--- src/nasd_pkg.sv ---
// package for the nibble alu / skip datapath
// assumes a decoder that hands over one decoded operation per issue strobe
package nasd_pkg;
  localparam int NIB_W     = 4;
  localparam int ROM_W     = 10;
  localparam int PAGE_W    = 5;
  localparam int TBL_ADR_W = 7;
  localparam int ROM_HI_MSB = 7;
  localparam int ROM_HI_LSB = 4;
  localparam int ROM_UP_MSB = 9;
  localparam int ROM_UP_LSB = 8;
  localparam logic [3:0] ACC_RST = 4'h0;
  localparam logic [3:0] HI_RST  = 4'h0;
  localparam logic [2:0] PTR_RST = 3'h0;
  localparam logic       CY_RST  = 1'b0;

  // decoded operation codes for this datapath
  typedef enum logic [4:0] {
    NASD_NOP   = 5'b0_0000,
    NASD_LDI   = 5'b0_0001,
    NASD_TBL   = 5'b0_0010,
    NASD_ADD   = 5'b0_0011,
    NASD_ADC   = 5'b0_0100,
    NASD_ADI   = 5'b0_0101,
    NASD_AND   = 5'b0_0110,
    NASD_OR    = 5'b0_0111,
    NASD_SETC  = 5'b0_1000,
    NASD_CLRC  = 5'b0_1001,
    NASD_TSTC  = 5'b0_1010,
    NASD_CPL   = 5'b0_1011,
    NASD_ROR   = 5'b0_1100,
    NASD_BSET  = 5'b0_1101,
    NASD_BCLR  = 5'b0_1110,
    NASD_BTST  = 5'b0_1111,
    NASD_CMPM  = 5'b1_0000,
    NASD_CMPI  = 5'b1_0001
  } nasd_op_t;

  // one issued instruction from the decoder
  typedef struct packed {
    nasd_op_t                  op;
    logic [NIB_W-1:0]          imm;
    logic [PAGE_W-1:0]         page;
  } nasd_instr_t;

  // data memory write request
  typedef struct packed {
    logic             we;
    logic [NIB_W-1:0] data;
  } nasd_mem_wr_t;
endpackage

--- src/nasd_datapath.sv ---
// execution datapath for the nibble alu, table lookup and skip tests
// assumes the sequencer issues one instruction per issue pulse, supplies the
// memory nibble at the data pointer combinationally, and returns rom data the
// cycle after rom_req with rom_valid
// assumes every input comes from same-clock logic, so none is synchronised
// Functional notes
// - immediate load writes the 4-bit operand into the accumulator
// - in a run of back-to-back immediate loads only the first executes
// - table lookup puts rom bits 7..4 in high nibble, 3..0 in accumulator
// - lookup address is pointer bits high, accumulator low, within given page
// - upper-table flag set: rom bits 9,8 to pointer bits 1,0, bit 2 cleared
// - table lookup occupies one return stack level while it runs
// - plain add stores memory plus accumulator, carry flag unchanged
// - add with carry stores sum in accumulator and carry out in carry flag
// - add immediate keeps carry, skips next unless overflow occurs
// - logical and of accumulator with memory nibble
// - logical or of accumulator with memory nibble
// - carry set forces one, carry clear forces zero
// - carry test skips next instruction when carry flag is zero
// - complement replaces accumulator with its one's complement
// - rotate carry and accumulator right by one through carry
// - bit set or clear writes indexed memory bit, others kept
// - bit test skips next when indexed memory bit is zero
// - compare with memory skips next when equal
// - compare immediate skips next when equal
`timescale 1ns/10ps
`default_nettype none
module nasd_datapath (
  input  wire logic                               core_clk,
  input  wire logic                               rst,
  input  wire logic                               issue,
  input  wire nasd_pkg::nasd_instr_t              instr,
  input  wire logic [nasd_pkg::NIB_W-1:0]         memory_at_data_pointer,
  input  wire logic                               upper_table_bits_flag,
  input  wire logic [nasd_pkg::ROM_W-1:0]         rom_data,
  input  wire logic                               rom_valid,
  output logic                                    rom_req,
  output logic [nasd_pkg::PAGE_W-1:0]             rom_page,
  output logic [nasd_pkg::TBL_ADR_W-1:0]          rom_addr,
  output logic                                    return_stack_hold,
  output nasd_pkg::nasd_mem_wr_t                  mem_wr,
  output logic                                    busy,
  output logic                                    skip_next,
  output logic [nasd_pkg::NIB_W-1:0]              acc,
  output logic [nasd_pkg::NIB_W-1:0]              hi_nibble,
  output logic                                    carry_flag,
  output logic                                    pointer_bit_two,
  output logic                                    pointer_bit_one,
  output logic                                    pointer_bit_zero
);
  import nasd_pkg::*;

  // lookup sequencing: idle, or waiting for the rom word
  typedef enum logic [0:0] {
    NASD_IDLE = 1'b0,
    NASD_WAIT = 1'b1
  } nasd_state_t;

  nasd_state_t       state;
  logic              skip_pending;
  logic              prev_was_ldi;
  logic              taken;
  logic              exec;
  logic              is_ldi;
  logic              rom_take;
  logic [NIB_W:0]    sum_mem;
  logic [NIB_W:0]    sum_adc;
  logic [NIB_W:0]    sum_imm;
  logic [1:0]        bit_idx;
  logic              next_skip;
  logic [NIB_W-1:0]  next_mem_data;

  // a slot offered during a lookup is refused, so a stray issue cannot
  // disturb the skip or load-run history
  assign taken = issue && (state == NASD_IDLE);

  // an instruction in a skipped slot only consumes its slot
  assign is_ldi = (instr.op == NASD_LDI);
  assign exec   = taken && !skip_pending && !(is_ldi && prev_was_ldi);

  // two-bit index of the bit instructions
  assign bit_idx = instr.imm[1:0];

  // a rom word only counts while a lookup waits; a stray pulse is dropped
  assign rom_take = (state == NASD_WAIT) && rom_valid;

  // 5-bit sums so the carry out of bit 3 is visible
  assign sum_mem = {1'b0, acc} + {1'b0, memory_at_data_pointer};
  // carry in joins at bit 0, carry out lands in bit 4
  assign sum_adc = sum_mem + {{NIB_W{1'b0}}, carry_flag};
  assign sum_imm = {1'b0, acc} + {1'b0, instr.imm};

  // skip decisions for the following instruction
  always_comb begin
    next_skip = 1'b0;
    if (exec) begin
      case (instr.op)
        NASD_ADI: begin
          next_skip = !sum_imm[NIB_W];
        end
        NASD_TSTC: begin
          next_skip = !carry_flag;
        end
        NASD_BTST: begin
          next_skip = !memory_at_data_pointer[bit_idx];
        end
        NASD_CMPM: begin
          next_skip = (acc == memory_at_data_pointer);
        end
        NASD_CMPI: begin
          next_skip = (acc == instr.imm);
        end
        default: begin
          next_skip = 1'b0;
        end
      endcase
    end
  end

  // combinational so the sequencer sees the decision in the issue slot
  assign skip_next = next_skip;

  // skip flag lives until the next taken slot is consumed
  always_ff @(posedge core_clk) begin
    if (rst) begin
      skip_pending <= 1'b0;
    end else if (taken) begin
      skip_pending <= next_skip;
    end
  end

  // the repeat-load chain tracks taken slots, skipped or not
  always_ff @(posedge core_clk) begin
    if (rst) begin
      prev_was_ldi <= 1'b0;
    end else if (taken) begin
      prev_was_ldi <= is_ldi;
    end
  end

  // table lookup handshake: request pulse, page and address
  always_ff @(posedge core_clk) begin
    if (rst) begin
      state    <= NASD_IDLE;
      rom_req  <= 1'b0;
      rom_page <= '0;
      rom_addr <= '0;
    end else begin
      rom_req <= 1'b0;
      case (state)
        NASD_IDLE: begin
          if (exec && instr.op == NASD_TBL) begin
            state    <= NASD_WAIT;
            rom_req  <= 1'b1;
            rom_page <= instr.page;
            rom_addr <= {pointer_bit_two, pointer_bit_one,
                         pointer_bit_zero, acc};
          end
        end
        NASD_WAIT: begin
          if (rom_valid) begin
            state <= NASD_IDLE;
          end
        end
        default: begin
          state <= NASD_IDLE;
        end
      endcase
    end
  end

  // one stack level held from the cycle after issue until the word lands;
  // the stack itself lives outside, this only tells it a level is taken
  always_ff @(posedge core_clk) begin
    if (rst) begin
      return_stack_hold <= 1'b0;
    end else if (exec && instr.op == NASD_TBL) begin
      return_stack_hold <= 1'b1;
    end else if (rom_take) begin
      return_stack_hold <= 1'b0;
    end
  end

  // the sequencer must not issue while busy; lookup needs the rom turn-around
  assign busy = (state == NASD_WAIT);

  // accumulator; the rom word wins, as no slot is taken while it is awaited
  always_ff @(posedge core_clk) begin
    if (rst) begin
      acc <= ACC_RST;
    end else if (rom_take) begin
      acc <= rom_data[NIB_W-1:0];
    end else if (exec) begin
      case (instr.op)
        NASD_LDI: begin
          acc <= instr.imm;
        end
        NASD_ADD: begin
          acc <= sum_mem[NIB_W-1:0];
        end
        NASD_ADC: begin
          acc <= sum_adc[NIB_W-1:0];
        end
        NASD_ADI: begin
          acc <= sum_imm[NIB_W-1:0];
        end
        NASD_AND: begin
          acc <= acc & memory_at_data_pointer;
        end
        NASD_OR: begin
          acc <= acc | memory_at_data_pointer;
        end
        NASD_CPL: begin
          acc <= ~acc;
        end
        NASD_ROR: begin
          acc <= {carry_flag, acc[NIB_W-1:1]};
        end
        default: begin
          acc <= acc;
        end
      endcase
    end
  end

  // carry flag; plain add and add-immediate leave it alone
  always_ff @(posedge core_clk) begin
    if (rst) begin
      carry_flag <= CY_RST;
    end else if (exec) begin
      case (instr.op)
        NASD_ADC: begin
          carry_flag <= sum_adc[NIB_W];
        end
        NASD_SETC: begin
          carry_flag <= 1'b1;
        end
        NASD_CLRC: begin
          carry_flag <= 1'b0;
        end
        NASD_ROR: begin
          carry_flag <= acc[0];
        end
        default: begin
          carry_flag <= carry_flag;
        end
      endcase
    end
  end

  // high nibble from the rom word
  always_ff @(posedge core_clk) begin
    if (rst) begin
      hi_nibble <= HI_RST;
    end else if (rom_take) begin
      hi_nibble <= rom_data[ROM_HI_MSB:ROM_HI_LSB];
    end
  end

  // pointer bits: only an upper-table lookup rewrites them here; other
  // pointer loads belong to instructions outside this block
  always_ff @(posedge core_clk) begin
    if (rst) begin
      pointer_bit_two  <= PTR_RST[2];
      pointer_bit_one  <= PTR_RST[1];
      pointer_bit_zero <= PTR_RST[0];
    end else if (rom_take && upper_table_bits_flag) begin
      pointer_bit_two  <= 1'b0;
      pointer_bit_one  <= rom_data[ROM_UP_MSB];
      pointer_bit_zero <= rom_data[ROM_UP_LSB];
    end
  end

  // new nibble for a bit write: the addressed bit forced, the others kept
  always_comb begin
    next_mem_data = memory_at_data_pointer;
    case (instr.op)
      NASD_BSET: begin
        next_mem_data[bit_idx] = 1'b1;
      end
      NASD_BCLR: begin
        next_mem_data[bit_idx] = 1'b0;
      end
      default: begin
        next_mem_data = memory_at_data_pointer;
      end
    endcase
  end

  // memory bit writes; presented the cycle after issue, written by memory
  always_ff @(posedge core_clk) begin
    if (rst) begin
      mem_wr <= '0;
    end else begin
      mem_wr.we   <= exec && (instr.op == NASD_BSET || instr.op == NASD_BCLR);
      mem_wr.data <= next_mem_data;
    end
  end
endmodule
`default_nettype wire

--- config.mk ---
export PLATFORM = sky130hd
export DESIGN_NAME = nasd_datapath
export DESIGN_NICKNAME = d
export VERILOG_FILES = /design/src/nasd_pkg.sv /design/src/nasd_datapath.sv
export SDC_FILE = /design/constraint.sdc
export NUM_CORES = 1
export LEC_CHECK = 0
export ABC_AREA = 1
export BUFFER_PORTS_ARGS = -buffer_cell sky130_fd_sc_hd__buf_4
export CAP_MARGIN = 30
export CORE_ASPECT_RATIO = 1.2
export CORE_MARGIN = 10
export CORE_UTILIZATION = 37
export DETAILED_ROUTE_END_ITERATION = 12
export PLACE_DENSITY = 0.66
export REMOVE_ABC_BUFFERS = 1
export SLEW_MARGIN = 25
export SYNTH_ARGS = -nofsm -noshare
export SYNTH_HDL_FRONTEND = slang
export SYNTH_SLANG_ARGS = --single-unit
--- constraint.sdc ---
create_clock -name core_clk -period 1.85 [get_ports core_clk]
set_input_delay 0.2775 -clock core_clk [delete_from_list [all_inputs] [get_ports core_clk]]
set_output_delay 0.2775 -clock core_clk [all_outputs]
set_load 0.005 [all_outputs]
Word-level counts from Yosys, hierarchy flattened
Index checks and enable logic that the tools add are counted.
{ "classes": {"order_cmp": 2, "bitwise": 7, "mux": 16, "reduce_logical": 23, "eq_ne": 19, "add_sub_neg": 3} }
{ "op_table": {"columns": ["cell", "count"], "rows": [
  ["== test 5 x 4 -> 1 bit (second input constant)", 8],
  ["one-hot mux 4 bit (8 select lines)", 1],
  ["== test 5 x 3 -> 1 bit (second input constant)", 4],
  ["adder 4 x 4 -> 5 bit", 2],
  ["== test 5 x 2 -> 1 bit (second input constant)", 2],
  ["== test 5 bit (second input constant)", 2],
  ["logical AND 1 bit", 9],
  ["nonzero test 9 bit", 1],
  ["AND 4 bit", 2],
  ["== test 4 bit", 2],
  ["2-to-1 mux 4 bit", 2],
  ["NOT 4 bit", 2],
  ["OR 4 bit", 2],
  ["one-hot mux 4 bit (2 select lines)", 1],
  ["2-to-1 mux 1 bit", 7],
  ["AND reduction 2 bit", 3],
  ["adder 5 x 1 -> 5 bit", 1],
  ["== test 5 x 1 -> 1 bit (second input constant)", 1],
  ["logical NOT 1 bit", 5],
  ["one-hot mux 1 bit (5 select lines)", 1],
  ["one-hot mux 1 bit (4 select lines)", 1],
  ["nonzero test 2 bit", 2],
  ["nonzero test 4 bit", 1],
  ["less-than comparator 2 x 3 -> 1 bit (second input constant)", 1],
  ["other kinds (7)", 7]
]} }
{ "totals": {"out_inout_bits": 33, "reg_bits": 32, "inputBits": 33} }

Depth between registers and ports, before layout
{ "depth": {"ltp_word": 7, "ltp_mapped": 14} }

Worst setup path before layout
OpenSTA, ideal clock, no wires.
{ "synth_path": {"kind": "register to register", "start": "register acc[0] in the netlist's numbering", "end": "register acc[2] in the netlist's numbering", "path_buffers": 0, "arrival_time_ns": 1.919, "stages_incl_launch_ff": 13, "setup_time_ns": 0.118, "path_slack_ns": -0.187, "required_ns": 1.732, "cell_sequence": "dfxtp_1 ha_1 inv_1 fa_1 inv_1 ha_1 inv_1 nor2_1 nor2_1 a21oi_1 nand2_1 nor3_1 nor2_1"} }
{ "synth_between": {"elab_chain_cells": 5, "elab_cells_between_ends": 6, "classes_between": "3 x add/sub; 3 x mux"} }
{ "synth_rtl": {"columns": ["item", "line", "rtl"], "rows": [
  ["start, declared", "nasd_datapath.sv:44", "output logic [nasd_pkg::NIB_W-1:0] acc,"],
  ["start signal, assigned", "nasd_datapath.sv:192", "acc <= rom_data[NIB_W-1:0];"],
  ["start signal, assigned", "nasd_datapath.sv:196", "acc <= instr.imm;"],
  ["start signal, assigned", "nasd_datapath.sv:199", "acc <= sum_mem[NIB_W-1:0];"],
  ["adder 4 x 4 -> 5 bit", "nasd_datapath.sv:88", "assign sum_mem = {1'b0, acc} + {1'b0, memory_at_data_pointer};"],
  ["adder 5 x 1 -> 5 bit", "nasd_datapath.sv:90", "assign sum_adc = sum_mem + {{NIB_W{1'b0}}, carry_flag};"],
  ["one-hot mux 4 bit (8 select lines) (*)", "nasd_datapath.sv:194", "case (instr.op)"],
  ["2-to-1 mux 4 bit (*)", "nasd_datapath.sv:193", "end else if (exec) begin"],
  ["2-to-1 mux 4 bit (*)", "nasd_datapath.sv:191", "end else if (rom_take) begin"]
]} }
Mark *: on every way between the ends. The rest lies on a longest branch, timed or not. The select of a mux whose other input is x is not followed.
A chain may end at the register's enable or synchronous reset.

Worst setup path in the final report
{ "layout_path": {"start": "register acc[0] in the netlist's numbering", "end": "output port skip_next"} }
{ "layout_between": {"elab_chain_cells": 4, "elab_cells_between_ends": 6, "classes_between": "1 x add/sub; 2 x eq/ne; 2 x mux; 1 x reduce/logical"} }
{ "layout_rtl": {"columns": ["item", "line", "rtl"], "rows": [
  ["adder 4 x 4 -> 5 bit", "nasd_datapath.sv:91", "assign sum_imm = {1'b0, acc} + {1'b0, instr.imm};"],
  ["logical NOT 1 bit", "nasd_datapath.sv:99", "next_skip = !sum_imm[NIB_W];"],
  ["one-hot mux 1 bit (5 select lines) (*)", "nasd_datapath.sv:97", "case (instr.op)"],
  ["2-to-1 mux 1 bit (*)", "nasd_datapath.sv:96", "if (exec) begin"],
  ["end, declared", "nasd_datapath.sv:43", "output logic skip_next,"]
]} }
Mark *: on every way between the ends. The rest lies on a longest branch, timed or not.

==> flow_metrics.py <==
metrics = {
    "routing": {
        "routedWlPerCell_um": 15.2,
        "drt_first_pass_iters": 4,
        "vias": 2725,
        "drt-initial-drc-count": 147,
        "viasPerCell": 5.05,
        "met3_length_um": 680,
        "wl_met2_um": 3940,
        "ant_nets": 0,
        "topRoutingLayerUsed": "met4",
        "drt_wl_total_um": 8180,
        "wirelength_met1_um": 3330,
        "drc_errors": 0,
    },
    "cts": {
        "clkSlewWorstSetupHoldPaths_ns": 0.07,
        "clkLatencyLatePin_ns": 0.28,
        "cts-buffers-inserted": 5,
        "cts_root_buffer": "clkbuf_8",
        "cts_buffer_depth": 2,
        "clock-sinks": 32,
        "cts_tree": "done",
        "cts.htree.levels": 2,
    },
    "global_routing": {
        "grt_usage_pct": 16.2,
        "grt_max_degree": 13,
        "antenna_found_initial": 0,
        "globalRouteOverflowTotal": 0,
        "grt_pass1_vias": 2721,
        "grt_pass1_wl_um": 13000,
    },
    "setup_path": {
        "endpoint_kind": "output pin",
        "required_ns": 1.57,
        "worstPathArrival_ns": 1.87,
        "crit_type": "flop to output pin",
        "cp_max_fo": 2,
        "reg2reg_slack_ns": -0.20,
        "cp-start-kind": "flop",
    },
    "yosys": {
        "avgSynthCellArea_sq_um": 6.56,
        "yosysWarnings": 0,
        "yosysUniqueCellTypes": 39,
        "synth_top_area_share_pct": 27.7,
        "ys_seq_elements": 32,
        "netlist_area_sq_mm": 0.00232,
        "synthArstFlopShare_pct": 0,
        "yosys-top-cells-count": "nand2_1, nor2_1, inv_1",
        "synth_edf_count": 0,
        "syn_inst": 353,
        "synth_area_leaders": "dfxtp_1, nand2_1, nor2_1",
        "synth.most_common_cell": "nand2_1",
        "seq_area_frac_synth_pct": 27.7,
        "yosysTopAreaCell": "dfxtp_1",
        "ys.flop_type": "dfxtp_1",
    },
    "sta": {
        "setup_viol": 5,
        "fin_crit_ns": 2.14,
        "fin_skew_ns": 0.00675,
        "finalMaxSlewViolations": 0,
        "rsz0062_at_grt": "true",
        "fmax_mhz": 467,
        "hold_viol_final": 0,
        "fin_ws_ns": -0.294,
        "post-route-period-util_pct": 116,
    },
    "floorplan": {
        "design.die.area_sq_mm": 0.00984,
        "die_w_um": 92.2,
        "rows": 31,
        "initial_utilization_pct": 38.3,
        "die_height_um": 107,
        "boundaryPins": 66,
        "coreArea_sq_mm": 0.00605,
    },
    "finish": {
        "fill_cells": 614,
        "fin_util_pct": 55.9,
        "layout-drive-gt1-share_pct": 36.0,
        "syn_to_final_growth_pct": 46.0,
        "nets": 507,
        "num_antenna_cells": 0,
        "final_cells": 540,
    },
    "power": {
        "leakagePower_nw": 1.64,
        "peakVddDrop_uv": 306,
        "cellPowerDensity_mw_per_mm2": 540,
    },
    "run": {
        "maxCapViolations": 0,
    },
    "placement": {
        "io_buffers": 63,
        "placed_cells_incl_taps": 528,
        "gp_congestion": 1.00,
        "dp_hpwl_um": 6720,
    },
    "run_status": {
        "failed_checks": "negative setup slack",
        "outcome": "finished, violations left",
    },
    "worst_hold_path": {
        "min_path_type": "input port to flop",
    },
}
-- worst paths after layout --
check | cells past startpoint | startpoint | to
worst min register to register | 2 | rom_page[1] | rom_page[1]
worst max register to register | 13 | acc[0] | acc[2]
worst min-delay path | 3 | rom_data[4] | hi_nibble[0]
worst max-delay path | 11 | acc[0] | skip_next
-- area by class of cell --
class | count | area [sq um] | area share [%]
flip-flops and latches | 32 | 643 | 19.0
multi-input cells | 261 | 1530 | 45.3
clock buffers | 7 | 96.3 | 2.85
inverters | 51 | 199 | 5.88
well taps | 82 | 103 | 3.03
repair buffers | 107 | 807 | 23.9
-- stage by stage --
stage / hold WS [ns] / setup TNS (ns) / power, mW / area, sq um / setup WS (ns)
after detailed placement: 0.436 / -1.20 / 1.20 / 3120 / -0.315
final: 0.257 / -0.940 / 1.83 / 3380 / -0.294
after floorplan: 0.347 / -0.345 / 0.959 / 2250 / -0.187
after CTS: 0.250 / -1.15 / 1.84 / 3360 / -0.308
after global placement: 0.431 / -0.942 / 1.20 / 3120 / -0.252
after global routing: 0.261 / -1.53 / 1.93 / 3380 / -0.371
-- registers in the layout (all words and copies together), names as in the netlist, 4 cells and up --
name and count:
acc 4, hi_nibble 4, rom_page 5, mem_wr 5, rom_addr 6
-- kinds of logic after synthesis --
group                      after synthesis  share of synthesized area, %
adders and majority gates               16                          9.29
buffers and inverters                   61                          11.2
xor gates and xnor gates                 2                         0.756
other                                    1                         0.162
AOI/OAI and AO/OA                       71                          18.1
DFF                                     32                          27.7
and+or+nand+nor                        170                          32.8
-- power breakdown --
| group | switching, mW | internal [mW] | leakage (nW) | total, mW |
|---|---|---|---|---|
| registers | 0.0104 | 0.707 | 0.261 | 0.718 |
| logic | 0.285 | 0.243 | 1.32 | 0.528 |
| clock network | 0.250 | 0.331 | 0.0503 | 0.581 |
| total | 0.545 | 1.28 | 1.64 | 1.83 |
-- worst max-delay path: stages (launching register included) --
cell,delay (ns)
dfxtp_2,0.35
ha_4,0.13
inv_2,0.03
fa_2,0.34
o21ai_1,0.14
buf_4,0.13
o32ai_2,0.06
nor2_1,0.12
nand2_1,0.07
nand2_2,0.08
inv_2,0.03
buf_4,0.12
-- timing repair --
item	4_1_cts	5_1_grt
setup buffers	6	0
resized for setup	28	8
hold buffers	0	0
pin swaps	22	11
endpoints found under the setup margin	7	6
-- cells in the final DEF (no fill, tap or decap), types with 2 or more instances in the layout --
master and instances:
nor2_1 45, o21ai_2 2, buf_4 106, nand3_1 20, dfxtp_2 2, clkbuf_8 7
a21oi_2 3, o21ai_1 10, nor2_4 2, o211ai_1 3, fa_2 2, nand4_1 5
inv_1 37, xor2_1 2, inv_4 3, nor3_1 2, nand2_1 76, o22ai_1 6
o21ai_0 12, nand2_2 6, nor2_2 4, a221oi_1 4, nand3_2 6, a21oi_1 25
ha_1 9, dfxtp_1 30, conb_1 2, ha_4 5, inv_2 10
-- layer usage --
metal  global-route usage [%]  vias up
met1                     17.9     1228
met2                     27.9      113
met5                        0        -
met3                     4.33       16
li1                         -     1368
met4                     7.73        0
Note: power is estimated with default switching activity, not from simulation.
